--- src/rtl/atc_defines.svh ---
// Constants of the auxiliary timer block: register indices, field positions, reset values.
// Assumes it is included once per file by its bare name.
`ifndef ATC_DEFINES_SVH
`define ATC_DEFINES_SVH

`define ATC_TW            16
`define ATC_ADDR_W        18
`define ATC_IDX_HI        17
`define ATC_IDX_LO        2

`define ATC_IDX_AUX0_CTRL 16'hff40
`define ATC_IDX_CORE_CTRL 16'hff42
`define ATC_IDX_AUX1_CTRL 16'hff44
`define ATC_IDX_AUX0_VAL  16'hfe40
`define ATC_IDX_CORE_VAL  16'hfe42
`define ATC_IDX_AUX1_VAL  16'hfe44
`define ATC_IDX_AUX0_IC   16'hff60
`define ATC_IDX_CORE_IC   16'hff62
`define ATC_IDX_AUX1_IC   16'hff64

`define ATC_F_SEL         2:0
`define ATC_F_SEL_LOW     1:0
`define ATC_B_SEL_HI      2
`define ATC_F_MODE        5:3
`define ATC_B_RUN         6
`define ATC_B_DOWN        7
`define ATC_F_CTRL        7:0
`define ATC_B_TOGGLE      9
`define ATC_B_IR          7
`define ATC_B_IE          6
`define ATC_F_IC          7:0

`define ATC_RST_CTRL      8'h00
`define ATC_RST_IC        8'h00
`define ATC_SEL_BOTH_OTL  3'h7
`define ATC_SEL_RISE_OTL  3'h5

`endif

--- src/rtl/atc_pkg.sv ---
// Types and shared decoding of the auxiliary timer block.
// Assumes nothing of its surroundings.
package atc_pkg;

  typedef enum logic [2:0] {
    atc_mode_timer,
    atc_mode_counter,
    atc_mode_gate_low,
    atc_mode_gate_high,
    atc_mode_reload,
    atc_mode_capture,
    atc_mode_incr,
    atc_mode_rsvd
  } atc_mode_t;

  // Edge select decode, shared by counter, reload and capture paths
  function automatic logic atc_edge_hit(input logic [2:0] sel,
                                        input logic       pin_rise,
                                        input logic       pin_fall,
                                        input logic       otl_rise,
                                        input logic       otl_fall);
    logic hit;
    hit = 1'b0;
    case (sel)
      3'h1:    hit = pin_rise;
      3'h2:    hit = pin_fall;
      3'h3:    hit = pin_rise | pin_fall;
      3'h5:    hit = otl_rise;
      3'h6:    hit = otl_fall;
      3'h7:    hit = otl_rise | otl_fall;
      default: hit = 1'b0;
    endcase
    return hit;
  endfunction

endpackage

--- src/rtl/atc_timer_block.sv ---
// Core timer with two auxiliary timers, toggle latch, request flags and APB registers.
// Assumes an APB master on pclk; pins are asynchronous to pclk.
//
// Local design decision: the APB register port.
`timescale 1ns/1ns
`include "atc_defines.svh"
module atc_timer_block #(
  parameter int TW = `ATC_TW
) (
  input  wire logic                   pclk,                 // Bus clock, 50 MHz
  input  wire logic                   presetn,              // Async reset, active low
  input  wire logic                   psel,                 // APB select
  input  wire logic                   penable,              // APB enable
  input  wire logic                   pwrite,               // APB write
  input  wire logic [`ATC_ADDR_W-1:0] paddr,                // APB byte address
  input  wire logic [31:0]            pwdata,               // APB write data
  output logic      [31:0]            prdata,               // APB read data
  output logic                        pready,               // APB ready
  output logic                        pslverr,              // APB error, unmapped
  input  wire logic                   core_input_pin,       // Core count or gate pin
  input  wire logic                   aux_input_pin_first,  // First aux pin
  input  wire logic                   aux_input_pin_second, // Second aux pin
  output logic                        first_aux_vector,     // First aux interrupt
  output logic                        core_vector,          // Core interrupt
  output logic                        second_aux_vector     // Second aux interrupt
);

  localparam logic [15:0] IC_IDX [3] = '{`ATC_IDX_AUX0_IC, `ATC_IDX_CORE_IC, `ATC_IDX_AUX1_IC};
  localparam logic [15:0] VAL_IDX [2] = '{`ATC_IDX_AUX0_VAL, `ATC_IDX_AUX1_VAL};
  localparam logic [15:0] CTRL_IDX [2] = '{`ATC_IDX_AUX0_CTRL, `ATC_IDX_AUX1_CTRL};

  // Bus state
  logic [31:0]   next_prdata;
  logic          next_pready;
  logic          next_pslverr;
  logic          wr_go;
  logic [15:0]   idx;

  // Timer state
  logic [7:0]    core_ctrl;
  logic [7:0]    next_core_ctrl;
  logic          core_otl;
  logic          next_core_otl;
  logic [TW-1:0] core_timer;
  logic [TW-1:0] next_core_timer;
  logic [7:0]    aux_ctrl [2];
  logic [7:0]    next_aux_ctrl [2];
  logic [7:0]    irq_ctrl [3];
  logic [7:0]    next_irq_ctrl [3];
  logic [2:0]    irq_line;
  logic [2:0]    next_irq_line;

  // Pin synchronisers
  logic [2:0]    pin_raw;
  logic [2:0]    sync1;
  logic [2:0]    sync2;
  logic [2:0]    sync3;
  logic [2:0]    pin_rise;
  logic [2:0]    pin_fall;

  // Internal events
  atc_pkg::atc_mode_t core_mode;
  logic          core_step;
  logic          core_ovf;
  logic          otl_rise;
  logic          otl_fall;
  logic [TW-1:0] aux_value [2];
  logic [1:0]    reload_req;
  logic [1:0]    aux_flag;
  logic [2:0]    flag_set;

  function automatic logic wr_hit(input logic go, input logic [15:0] a, input logic [15:0] k);
    return go && (a == k);
  endfunction

  assign idx     = paddr[`ATC_IDX_HI:`ATC_IDX_LO];
  assign wr_go   = psel & penable & pwrite & pready;
  assign pin_raw = {aux_input_pin_second, core_input_pin, aux_input_pin_first};

  // Two flops ahead of any logic; a third sample feeds the edge compare
  generate
    for (genvar p = 0; p < 3; p++) begin : g_sync
      always_ff @(posedge pclk or negedge presetn) begin
        if (!presetn) begin
          sync1[p] <= 1'b0;
          sync2[p] <= 1'b0;
          sync3[p] <= 1'b0;
        end else begin
          sync1[p] <= pin_raw[p];
          sync2[p] <= sync1[p];
          sync3[p] <= sync2[p];
        end
      end
      assign pin_rise[p] = sync2[p] & ~sync3[p];
      assign pin_fall[p] = ~sync2[p] & sync3[p];
    end
  endgenerate

  // APB: one wait state, answer registered
  always_comb begin
    next_pready  = psel & penable & ~pready;
    next_prdata  = prdata;
    next_pslverr = 1'b0;
    if (next_pready) begin
      next_prdata = '0;
      case (idx)
        `ATC_IDX_AUX0_CTRL: next_prdata = 32'(aux_ctrl[0]);
        `ATC_IDX_CORE_CTRL: next_prdata = 32'({core_otl, 1'b0, core_ctrl});
        `ATC_IDX_AUX1_CTRL: next_prdata = 32'(aux_ctrl[1]);
        `ATC_IDX_AUX0_VAL:  next_prdata = 32'(aux_value[0]);
        `ATC_IDX_CORE_VAL:  next_prdata = 32'(core_timer);
        `ATC_IDX_AUX1_VAL:  next_prdata = 32'(aux_value[1]);
        `ATC_IDX_AUX0_IC:   next_prdata = 32'(irq_ctrl[0]);
        `ATC_IDX_CORE_IC:   next_prdata = 32'(irq_ctrl[1]);
        `ATC_IDX_AUX1_IC:   next_prdata = 32'(irq_ctrl[2]);
        default:            next_pslverr = 1'b1;
      endcase
    end
  end

  always_ff @(posedge pclk or negedge presetn) begin
    if (!presetn) begin
      prdata  <= '0;
      pready  <= 1'b0;
      pslverr <= 1'b0;
    end else begin
      prdata  <= next_prdata;
      pready  <= next_pready;
      pslverr <= next_pslverr;
    end
  end

  // Core timer and its toggle latch
  always_comb begin
    core_mode = atc_pkg::atc_mode_t'(core_ctrl[`ATC_F_MODE]);
    core_step = 1'b0;
    case (core_mode)
      atc_pkg::atc_mode_timer:     core_step = core_ctrl[`ATC_B_RUN];
      atc_pkg::atc_mode_counter:   core_step = core_ctrl[`ATC_B_RUN] &
                                     atc_pkg::atc_edge_hit(core_ctrl[`ATC_F_SEL], pin_rise[1], pin_fall[1],
                                                           1'b0, 1'b0);
      atc_pkg::atc_mode_gate_low:  core_step = core_ctrl[`ATC_B_RUN] & ~sync2[1];
      atc_pkg::atc_mode_gate_high: core_step = core_ctrl[`ATC_B_RUN] & sync2[1];
      default:                     core_step = 1'b0;
    endcase
    core_ovf = core_step & (core_ctrl[`ATC_B_DOWN] ? (core_timer == '0) : (core_timer == '1));
    next_core_timer = core_timer;
    if (core_step) begin
      next_core_timer = core_ctrl[`ATC_B_DOWN] ? core_timer - 1'b1 : core_timer + 1'b1;
    end
    // Second aux overrides the first when both fire together
    if (reload_req[1]) begin
      next_core_timer = aux_value[1];
    end else if (reload_req[0]) begin
      next_core_timer = aux_value[0];
    end
    if (wr_hit(wr_go, idx, `ATC_IDX_CORE_VAL)) begin
      next_core_timer = pwdata[TW-1:0];
    end
    next_core_ctrl = core_ctrl;
    next_core_otl  = core_otl;
    if (wr_hit(wr_go, idx, `ATC_IDX_CORE_CTRL)) begin
      next_core_ctrl = pwdata[`ATC_F_CTRL];
      next_core_otl  = pwdata[`ATC_B_TOGGLE];
    end
    if (core_ovf) begin
      next_core_otl = ~core_otl;
    end
  end

  // Software writes to the latch never reach the aux timers
  assign otl_rise = core_ovf & ~core_otl;
  assign otl_fall = core_ovf & core_otl;

  always_ff @(posedge pclk or negedge presetn) begin
    if (!presetn) begin
      core_ctrl  <= `ATC_RST_CTRL;
      core_otl   <= 1'b0;
      core_timer <= '0;
    end else begin
      core_ctrl  <= next_core_ctrl;
      core_otl   <= next_core_otl;
      core_timer <= next_core_timer;
    end
  end

  generate
    for (genvar g = 0; g < 2; g++) begin : g_aux
      atc_aux_unit #(
        .TW(TW)
      ) u_aux (
        .pclk       (pclk),
        .presetn    (presetn),
        .mode       (atc_pkg::atc_mode_t'(aux_ctrl[g][`ATC_F_MODE])),
        .edge_sel   (aux_ctrl[g][`ATC_F_SEL]),
        .run        (aux_ctrl[g][`ATC_B_RUN]),
        .count_down (aux_ctrl[g][`ATC_B_DOWN]),
        .pin_level  (sync2[2*g]),
        .pin_rise   (pin_rise[2*g]),
        .pin_fall   (pin_fall[2*g]),
        .otl_rise   (otl_rise),
        .otl_fall   (otl_fall),
        .core_value (core_timer),
        .wr_value   (wr_hit(wr_go, idx, VAL_IDX[g])),
        .wr_data    (pwdata[TW-1:0]),
        .value      (aux_value[g]),
        .reload_req (reload_req[g]),
        .flag_set   (aux_flag[g])
      );
    end
  endgenerate

  // Request flags and interrupt lines
  // A latch-triggered reload coincides with a core wrap, so the core flag rises too
  assign flag_set = {aux_flag[1], core_ovf, aux_flag[0]};

  always_comb begin
    for (int i = 0; i < 2; i++) begin
      next_aux_ctrl[i] = aux_ctrl[i];
      if (wr_hit(wr_go, idx, CTRL_IDX[i])) begin
        next_aux_ctrl[i] = pwdata[`ATC_F_CTRL];
      end
    end
    for (int i = 0; i < 3; i++) begin
      next_irq_ctrl[i] = irq_ctrl[i];
      if (wr_hit(wr_go, idx, IC_IDX[i])) begin
        next_irq_ctrl[i] = pwdata[`ATC_F_IC];
      end
      if (flag_set[i]) begin
        next_irq_ctrl[i][`ATC_B_IR] = 1'b1;
      end
      next_irq_line[i] = next_irq_ctrl[i][`ATC_B_IR] & next_irq_ctrl[i][`ATC_B_IE];
    end
  end

  always_ff @(posedge pclk or negedge presetn) begin
    if (!presetn) begin
      aux_ctrl[0] <= `ATC_RST_CTRL;
      aux_ctrl[1] <= `ATC_RST_CTRL;
      irq_ctrl[0] <= `ATC_RST_IC;
      irq_ctrl[1] <= `ATC_RST_IC;
      irq_ctrl[2] <= `ATC_RST_IC;
      irq_line    <= 3'h0;
    end else begin
      aux_ctrl[0] <= next_aux_ctrl[0];
      aux_ctrl[1] <= next_aux_ctrl[1];
      irq_ctrl[0] <= next_irq_ctrl[0];
      irq_ctrl[1] <= next_irq_ctrl[1];
      irq_ctrl[2] <= next_irq_ctrl[2];
      irq_line    <= next_irq_line;
    end
  end

  assign first_aux_vector  = irq_line[0];
  assign core_vector       = irq_line[1];
  assign second_aux_vector = irq_line[2];
endmodule

--- src/rtl/atc_aux_unit.sv ---
// One auxiliary timer: counting, reload request and capture.
// Assumes pin edges are already synchronised and toggle events come only from core wraps.
`timescale 1ns/1ns
`include "atc_defines.svh"
module atc_aux_unit #(
  parameter int TW = `ATC_TW
) (
  input  wire logic              pclk,        // Bus clock
  input  wire logic              presetn,     // Async reset, active low
  input  atc_pkg::atc_mode_t     mode,        // Operating mode
  input  wire logic [2:0]        edge_sel,    // Edge select field
  input  wire logic              run,         // Run bit
  input  wire logic              count_down,  // Direction, 1 counts down
  input  wire logic              pin_level,   // Synchronised pin level
  input  wire logic              pin_rise,    // Pin rising edge pulse
  input  wire logic              pin_fall,    // Pin falling edge pulse
  input  wire logic              otl_rise,    // Core toggle rise from wrap
  input  wire logic              otl_fall,    // Core toggle fall from wrap
  input  wire logic [TW-1:0]     core_value,  // Core timer value
  input  wire logic              wr_value,    // Software writes value
  input  wire logic [TW-1:0]     wr_data,     // Value to write
  output logic [TW-1:0]          value,       // Timer register
  output logic                   reload_req,  // Reload the core now
  output logic                   flag_set     // Set this timer's flag
);

  logic [TW-1:0] next_value;
  logic          step;
  logic          trig;
  logic          cap;

  always_comb begin
    next_value = value;
    reload_req = 1'b0;
    flag_set   = 1'b0;
    step       = 1'b0;
    trig       = atc_pkg::atc_edge_hit(edge_sel, pin_rise, pin_fall, otl_rise, otl_fall);
    cap        = atc_pkg::atc_edge_hit({1'b0, edge_sel[`ATC_F_SEL_LOW]}, pin_rise, pin_fall, 1'b0, 1'b0);
    case (mode)
      atc_pkg::atc_mode_timer:     step = run;
      atc_pkg::atc_mode_counter:   step = run & trig;
      atc_pkg::atc_mode_gate_low:  step = run & ~pin_level;
      atc_pkg::atc_mode_gate_high: step = run & pin_level;
      atc_pkg::atc_mode_reload: begin
        reload_req = trig;
        flag_set   = trig;
      end
      atc_pkg::atc_mode_capture: begin
        if (cap) begin
          next_value = core_value;
        end
        flag_set = cap;
      end
      default:                     step = 1'b0;
    endcase
    if (step) begin
      // Direction is this timer's own, the core may run the other way
      if (count_down) begin
        next_value = value - 1'b1;
        flag_set   = (value == '0);
      end else begin
        next_value = value + 1'b1;
        flag_set   = (value == '1);
      end
    end
    if (wr_value) begin
      next_value = wr_data;
    end
  end

  always_ff @(posedge pclk or negedge presetn) begin
    if (!presetn) begin
      value <= '0;
    end else begin
      value <= next_value;
    end
  end
endmodule

--- config.mk ---
export PLATFORM = sky130hd
export DESIGN_NAME = atc_timer_block
export DESIGN_NICKNAME = d
export VERILOG_FILES = /design/src/rtl/atc_pkg.sv /design/src/rtl/atc_timer_block.sv /design/src/rtl/atc_aux_unit.sv
export VERILOG_INCLUDE_DIRS = /design/src /design/src/rtl
export SDC_FILE = /design/constraint.sdc
export NUM_CORES = 1
export LEC_CHECK = 0
export BUFFER_PORTS_ARGS = -buffer_cell sky130_fd_sc_hd__buf_2
export CAP_MARGIN = 20
export CORE_MARGIN = 2
export CORE_UTILIZATION = 30
export DETAILED_ROUTE_END_ITERATION = 12
export PLACE_DENSITY = 0.58
export SKIP_CTS_REPAIR_TIMING = 1
export SLEW_MARGIN = 30
export SYNTH_ARGS = -nofsm -noshare
export SYNTH_HDL_FRONTEND = slang
export SYNTH_SLANG_ARGS = --single-unit
--- constraint.sdc ---
create_clock -name pclk -period 3.55 [get_ports pclk]
set_input_delay 0.5325 -clock pclk [delete_from_list [all_inputs] [get_ports pclk]]
set_output_delay 0.5325 -clock pclk [all_outputs]
set_load 0.01 [all_outputs]
# ---- Word-level counts from Yosys, hierarchy flattened
# Cells that the tools add are included.
dict set report classes {
  n_addsub 6
  eq_ne 46
  n_mux 44
  bitwise_logic 37
  n_reduce_logical 24
}
# cell count
set op_table {}
lappend op_table {{two-way mux 16 bit} 15}
lappend op_table {{equality test 16 bit (second input constant)} 12}
lappend op_table {{case mux 16 bit (9 select lines)} 1}
lappend op_table {{adder 16 x 1 -> 16 bit (second input constant)} 3}
lappend op_table {{zero test 16 bit} 3}
lappend op_table {{subtractor 16 x 1 -> 16 bit (second input constant)} 3}
lappend op_table {{equality test 3 x 2 -> 1 bit (second input constant)} 12}
lappend op_table {{equality test 3 bit (second input constant)} 10}
lappend op_table {{bitwise AND 1 bit} 25}
lappend op_table {{two-way mux 8 bit} 3}
lappend op_table {{equality test 3 x 1 -> 1 bit (second input constant)} 6}
lappend op_table {{two-way mux 1 bit} 15}
lappend op_table {{case mux 1 bit (4 select lines)} 3}
lappend op_table {{case mux 1 bit (6 select lines)} 2}
lappend op_table {{nonzero test 3 bit} 4}
lappend op_table {{logical AND 1 bit} 9}
lappend op_table {{zero test 3 bit} 3}
lappend op_table {{case mux 1 bit (3 select lines)} 3}
lappend op_table {{OR reduction 9 bit} 1}
lappend op_table {{equality test 2 bit (second input constant)} 4}
lappend op_table {{inverter 1 bit} 8}
lappend op_table {{equality test 2 x 1 -> 1 bit (second input constant)} 2}
lappend op_table {{bitwise OR 1 bit} 4}
lappend op_table {{case mux 1 bit (2 select lines)} 2}
lappend op_table {{3 further kinds} 4}
dict set report word_totals {
  ff_bits 143
  inputBits 58
  out_inout_bits 37
  word_cells 183
}

# ---- Longest topological paths before layout
dict set report depth {
  word_depth 16
  depth_mapped 14
  depth_no_buf 11
}

# ---- Hierarchy
# Synthesis repeated with hierarchy kept, for this count alone.
dict set report hier_totals {
  cells_unflattened 1087
  area_unflattened_um2 9552.9
}
# module instances cells_each area_each_um2 seq_area_each_um2
set modules_own_cells {}
lappend modules_own_cells {atc_timer_block 1 565 5661.7 2377.3}
lappend modules_own_cells {atc_aux_unit 2 261 1945.6 400.4}

# ---- Worst setup path after synthesis
# No wires, ideal clock.
dict set report synth_path {
  path_kind {reg2reg}
  start {register aux_ctrl[7] (netlist name)}
  end {register g_aux[1].u_aux.value[14]}
  setup_time_ps 83
  arrival_time_ps 2811
  t_required_ps 3467
  slack_ps 656
  stages_incl_launch_ff 11
  path_buffers 0
  synth_period_minus_slack_ps 2894
  cell_sequence {dfrtp_1 ha_1 nor2b_1 o21ai_0 a21boi_0 o31a_1 o31a_1 or4b_1 nand3_1 o221ai_1 o21ai_0}
}
dict set report synth_between {
  elab_chain_cells 3
}
# item line
set synth_lines {}
lappend synth_lines {{from (decl)} atc_timer_block.sv:46} ;# logic [7:0] aux_ctrl [2];
lappend synth_lines {{two-way mux 16 bit} atc_aux_unit.sv:58} ;# if (count_down) begin
lappend synth_lines {{two-way mux 16 bit} atc_aux_unit.sv:56} ;# if (step) begin
lappend synth_lines {{two-way mux 16 bit} atc_aux_unit.sv:66} ;# if (wr_value) begin
lappend synth_lines {{to (signal assigned)} atc_aux_unit.sv:75} ;# value <= next_value;
lappend synth_lines {{to (decl)} atc_aux_unit.sv:22} ;# output logic [TW-1:0] value,
# No other way between the ends.
# A chain may end at the register's enable or synchronous reset.

# ---- Worst setup path in the final report
# Same ends and word-level chain as after synthesis.

==> impl_metrics.csv <==
group,metric,value,unit
pwr,share_clk_of_total_power,35.2,%
timing,timing.final.setup_violations,0,
timing,maxSlewHeadroom,51.2,%
status,run_status,"finished clean",
detailed_routing,route.detailed.wl_per_inst,20.8,um
clock_tree,clk-insertion-delay-late,0.43,ns
logic_synthesis,post_synth.cell_area_avg,8.87,um^2
cells_and_area,fin_area,0.0105,mm^2
worst_setup_path,critPathCaptureType,"flop",
cells_and_area,antennaDiodeCount,0,
floorplanning,fp.dieW,178,um
timing,timing_hold_violations_final,0,
worst_setup_path,worstPathCellList,"buf_4 > inv_1 > fa_1 > nor2b_1 > o21ai_0 > a21boi_0 > o31a_1 > o31a_1 > or4b_1 > nand3_1 > o221ai_1 > o21ai_0",
timing,fin_setup_tns,0,ns
cells_and_area,post_route_cells_drive_above_1_share,18.1,%
worst_setup_path,worst_ep_required_time,3.89,ns
floorplanning,initial_core_util,30.6,%
pwr,leakagePower,0.00460,uW
worst_setup_path,critical_path_peak_fanout,10,
clock_tree,h-tree-depth,4,
detailed_routing,avgViaCountPerCell,5.67,
detailed_routing,wl,31000,um
logic_synthesis,yosys.area.top_type,"dfrtp_1",
worst_setup_path,cp_top_family,"compound AO/OA/AOI/OAI gates",
detailed_routing,antenna_violating_nets_left,0,
floorplanning,dieArea,0.0318,mm^2
timing,maxSlewViolCount,0,
timing,worst_clock_skew,0.0113,ns
pwr,power.internal,3280,uW
worst_hold_path,holdCritPathClass,"primary input to async pin",
timing,period_minus_slack,3.28,ns
floorplanning,placeableCoreArea,0.0298,mm^2
cells_and_area,area_growth,15.2,%
worst_setup_path,critical_path_class,"flop to flop",
logic_synthesis,synth_cells,1029,
global_routing,overall_routing_resource_usage,19.7,%
logic_synthesis,synth_enable_flop_cells,0,
logic_synthesis,ranking_of_synthesized_cells_by_area,"dfrtp_1 (35%), mux2_2 (6.7%), ha_1 (6.6%)",
global_routing,wire_length_of_the_first_global_routing_pass,47400,um
worst_setup_path,cp_slowest_cell,"dfrtp_1",
worst_setup_path,worstRegToRegCells,12,
global_routing,maximum_number_of_pins_on_one_net_before_global_route_repair,67,
logic_synthesis,yosys_most_used_dff,"dfrtp_1",
logic_synthesis,synth_cell_type_count,73,
worst_setup_path,path_depth,12,
logic_synthesis,netlist.area_leader.share,34.8,%
logic_synthesis,synth.yosys.seq_area_share,34.8,%
clock_tree,cts_buffers,17,
placement,place_area,0.00993,mm^2
detailed_routing,firstDrtPassIters,6,
detailed_routing,remaining_design_rule_violation_count,0,
pwr,pwr_density_cell,476,mW/mm^2
cells_and_area,final_net_count,1197,
logic_synthesis,synth_seq_cells,127,
placement,portBuffers,60,
pwr,p_switching,1730,uW
worst_setup_path,number_of_buffers_and_inverters_on_the_critical_path,2,
clock_tree,clock_path_buffers,2,
detailed_routing,detailed_route_iter0_violations,995,
global_routing,grt_pass1_vias,7904,
clock_tree,numClockSinks,127,
floorplanning,fp-row-count,63,
pwr,power.switching_fraction,34.5,%
clock_tree,clk_pin_slew,0.06,ns
timing,period_share,92.5,%
pwr,seq_power_share,35.8,%
run,maxCapViolCount,0,
floorplanning,fp.dieH,178,um
clock_tree,tritoncts,"built",
placement,detailed_place_hpwl,22800,um
global_routing,grt_overflow_total,0,
logic_synthesis,synth.cell_area,0.00913,mm^2
pwr,irDropWorstVdd,0.282,mV
logic_synthesis,ys_async_sr_fraction,100,%
pwr,share_comb_of_total_power,28.9,%
clock_tree,root_driver,"clkbuf_16",
worst_setup_path,critPathMaxStageDelay,0.51,ns
detailed_routing,number_of_vias_in_the_routed_layout,8454,
floorplanning,top_level_ports,95,
placement,routabilityCongestion,0.896,
global_routing,antenna_found_initial,0,
worst_setup_path,startpoint_kind_of_the_worst_setup_timing_path,"flop",
timing,worstMarginPinSlew,0.730,ns
timing,max_clock_freq,304,MHz
timing,unrepaired_setup_endpoints_after_global_routing,"false",
logic_synthesis,yosys_warnings,0,
worst_setup_path,cp_data_arrival_time,3.63,ns
synth_stat cells, types with 5 or more instances:
master	number
and3_1	12
a21o_1	13
a211oi_1	15
mux2_2	54
nand2_1	96
buf_1	5
a31oi_1	12
dfrtp_1	127
nor2_1	74
and2_1	11
o211ai_1	7
o21ai_0	77
o31a_1	5
buf_2	10
a22o_1	8
a221oi_1	15
nor2b_1	14
xor2_1	15
nor4_1	16
buf_4	22
inv_1	28
o22a_1	8
nand2b_1	11
xnor2_1	19
a21oi_1	68
o21a_1	12
clkbuf_1	38
nor3_1	17
or3_1	5
a22oi_1	26
nand4_1	19
nand3_1	25
mux2i_1	11
ha_1	48
o22ai_1	8
o31ai_1	7
through the flow:
stage / util (%) / power (uW) / std cells / hold slack (ns) / setup slack (ns)
final: 35.3 / 5010 / 1490 / 0.0750 / 0.266
after global routing: 35.3 / 5260 / 1490 / 0.125 / 0.0193
after CTS: 35.3 / 5010 / 1490 / 0.106 / 0.305
after detailed placement: 33.3 / 3220 / 1459 / 0.335 / 0.316
after global placement: 33.3 / 3210 / 1459 / 0.332 / 0.433
after floorplan: - / 2730 / 1044 / 0.237 / 0.656
power by group through the flow:
stage	Sequential, uW	Clock (uW)	Combinational [uW]
floorplan	1710	0	1020
global placement	1810	0	1400
detailed placement	1810	0	1420
CTS	1780	1800	1430
global route	1800	1860	1600
finish	1790	1760	1450
worst register-to-register path, cell delays in order, from the launching register on:
cell      delay [ns]
dfrtp_1         0.51
buf_4           0.25
inv_1           0.15
fa_1            0.22
nor2b_1         0.07
o21ai_0         0.23
a21boi_0        0.20
o31a_1          0.30
o31a_1          0.36
or4b_1          0.51
nand3_1         0.11
o221ai_1        0.12
o21ai_0         0.18
cell families after synthesis:
| group | after synthesis | share of synthesized area, % |
|---|---|---|
| adders and majority gates | 51 | 7.24 |
| xor gates and xnor gates | 34 | 3.26 |
| buffers and inverters | 105 | 5.46 |
| muxes | 65 | 7.87 |
| AOI/OAI and AO/OA | 321 | 23.5 |
| other | 1 | 0.0411 |
| and+or+nand+nor | 325 | 17.8 |
| DFF | 127 | 34.8 |
cell usage in the layout (no fill, tap or decap), drive strengths merged, types with 12 or more instances in the layout:
cell / n
a211oi: 15
xor2: 15
nor2: 75
conb: 16
a22oi: 26
o21ai: 78
nand4: 19
ha: 48
nor2b: 14
xnor2: 19
nor3: 17
nand2: 96
and3: 12
inv: 30
a21o: 13
nor4: 16
a221oi: 15
mux2: 54
buf: 102
dfrtp: 127
nand3: 25
clkbuf: 20
a21oi: 68
a31oi: 12
nand2b: 12
o21a: 12
cell type report:
class	count	area, um^2
fill	3074	19300
multi-input combinational	812	5510
sequential	127	3180
timing repair buffer	102	647
tap	390	488
clock buffer	20	457
clock inverter	11	131
inverter	28	105
final timing paths:
check	end	startpoint	slack, ns
setup reg to reg	g_aux[1].u_aux.value[14]	aux_ctrl[7]	0.27
min in group pclk	sync1[1]	core_input_pin	0.21
setup / recovery	g_aux[1].u_aux.value[14]	aux_ctrl[7]	0.27
hold reg to reg	sync2[0]	sync1[0]	0.35
hold / removal	sync1[1]	presetn	0.07
max in group asynchronous	core_timer[9]	presetn	2.69
layer usage:
layer / share of wire (%) / track usage (%) / wire [um] / vias up
met1: 45 / 27.5 / 13800 / 4146
met3: 7.0 / 3.41 / 2160 / 46
met2: 46 / 31.0 / 14300 / 328
li1: - / - / - / 3934
met4: 2.3 / 5.79 / 716 / 0
met5: 0 / 0 / 0 / -
state kept, by name, summed over array words and instances (netlist names):
signal	flops
sync3	3
sync2	3
g_aux.u_aux.value	32
irq_ctrl	24
sync1	3
core_otl	1
pslverr	1
aux_ctrl	16
irq_line	3
pready	1
core_timer	16
core_ctrl	8
prdata	16
Note: power is estimated with default switching activity, not from simulation.
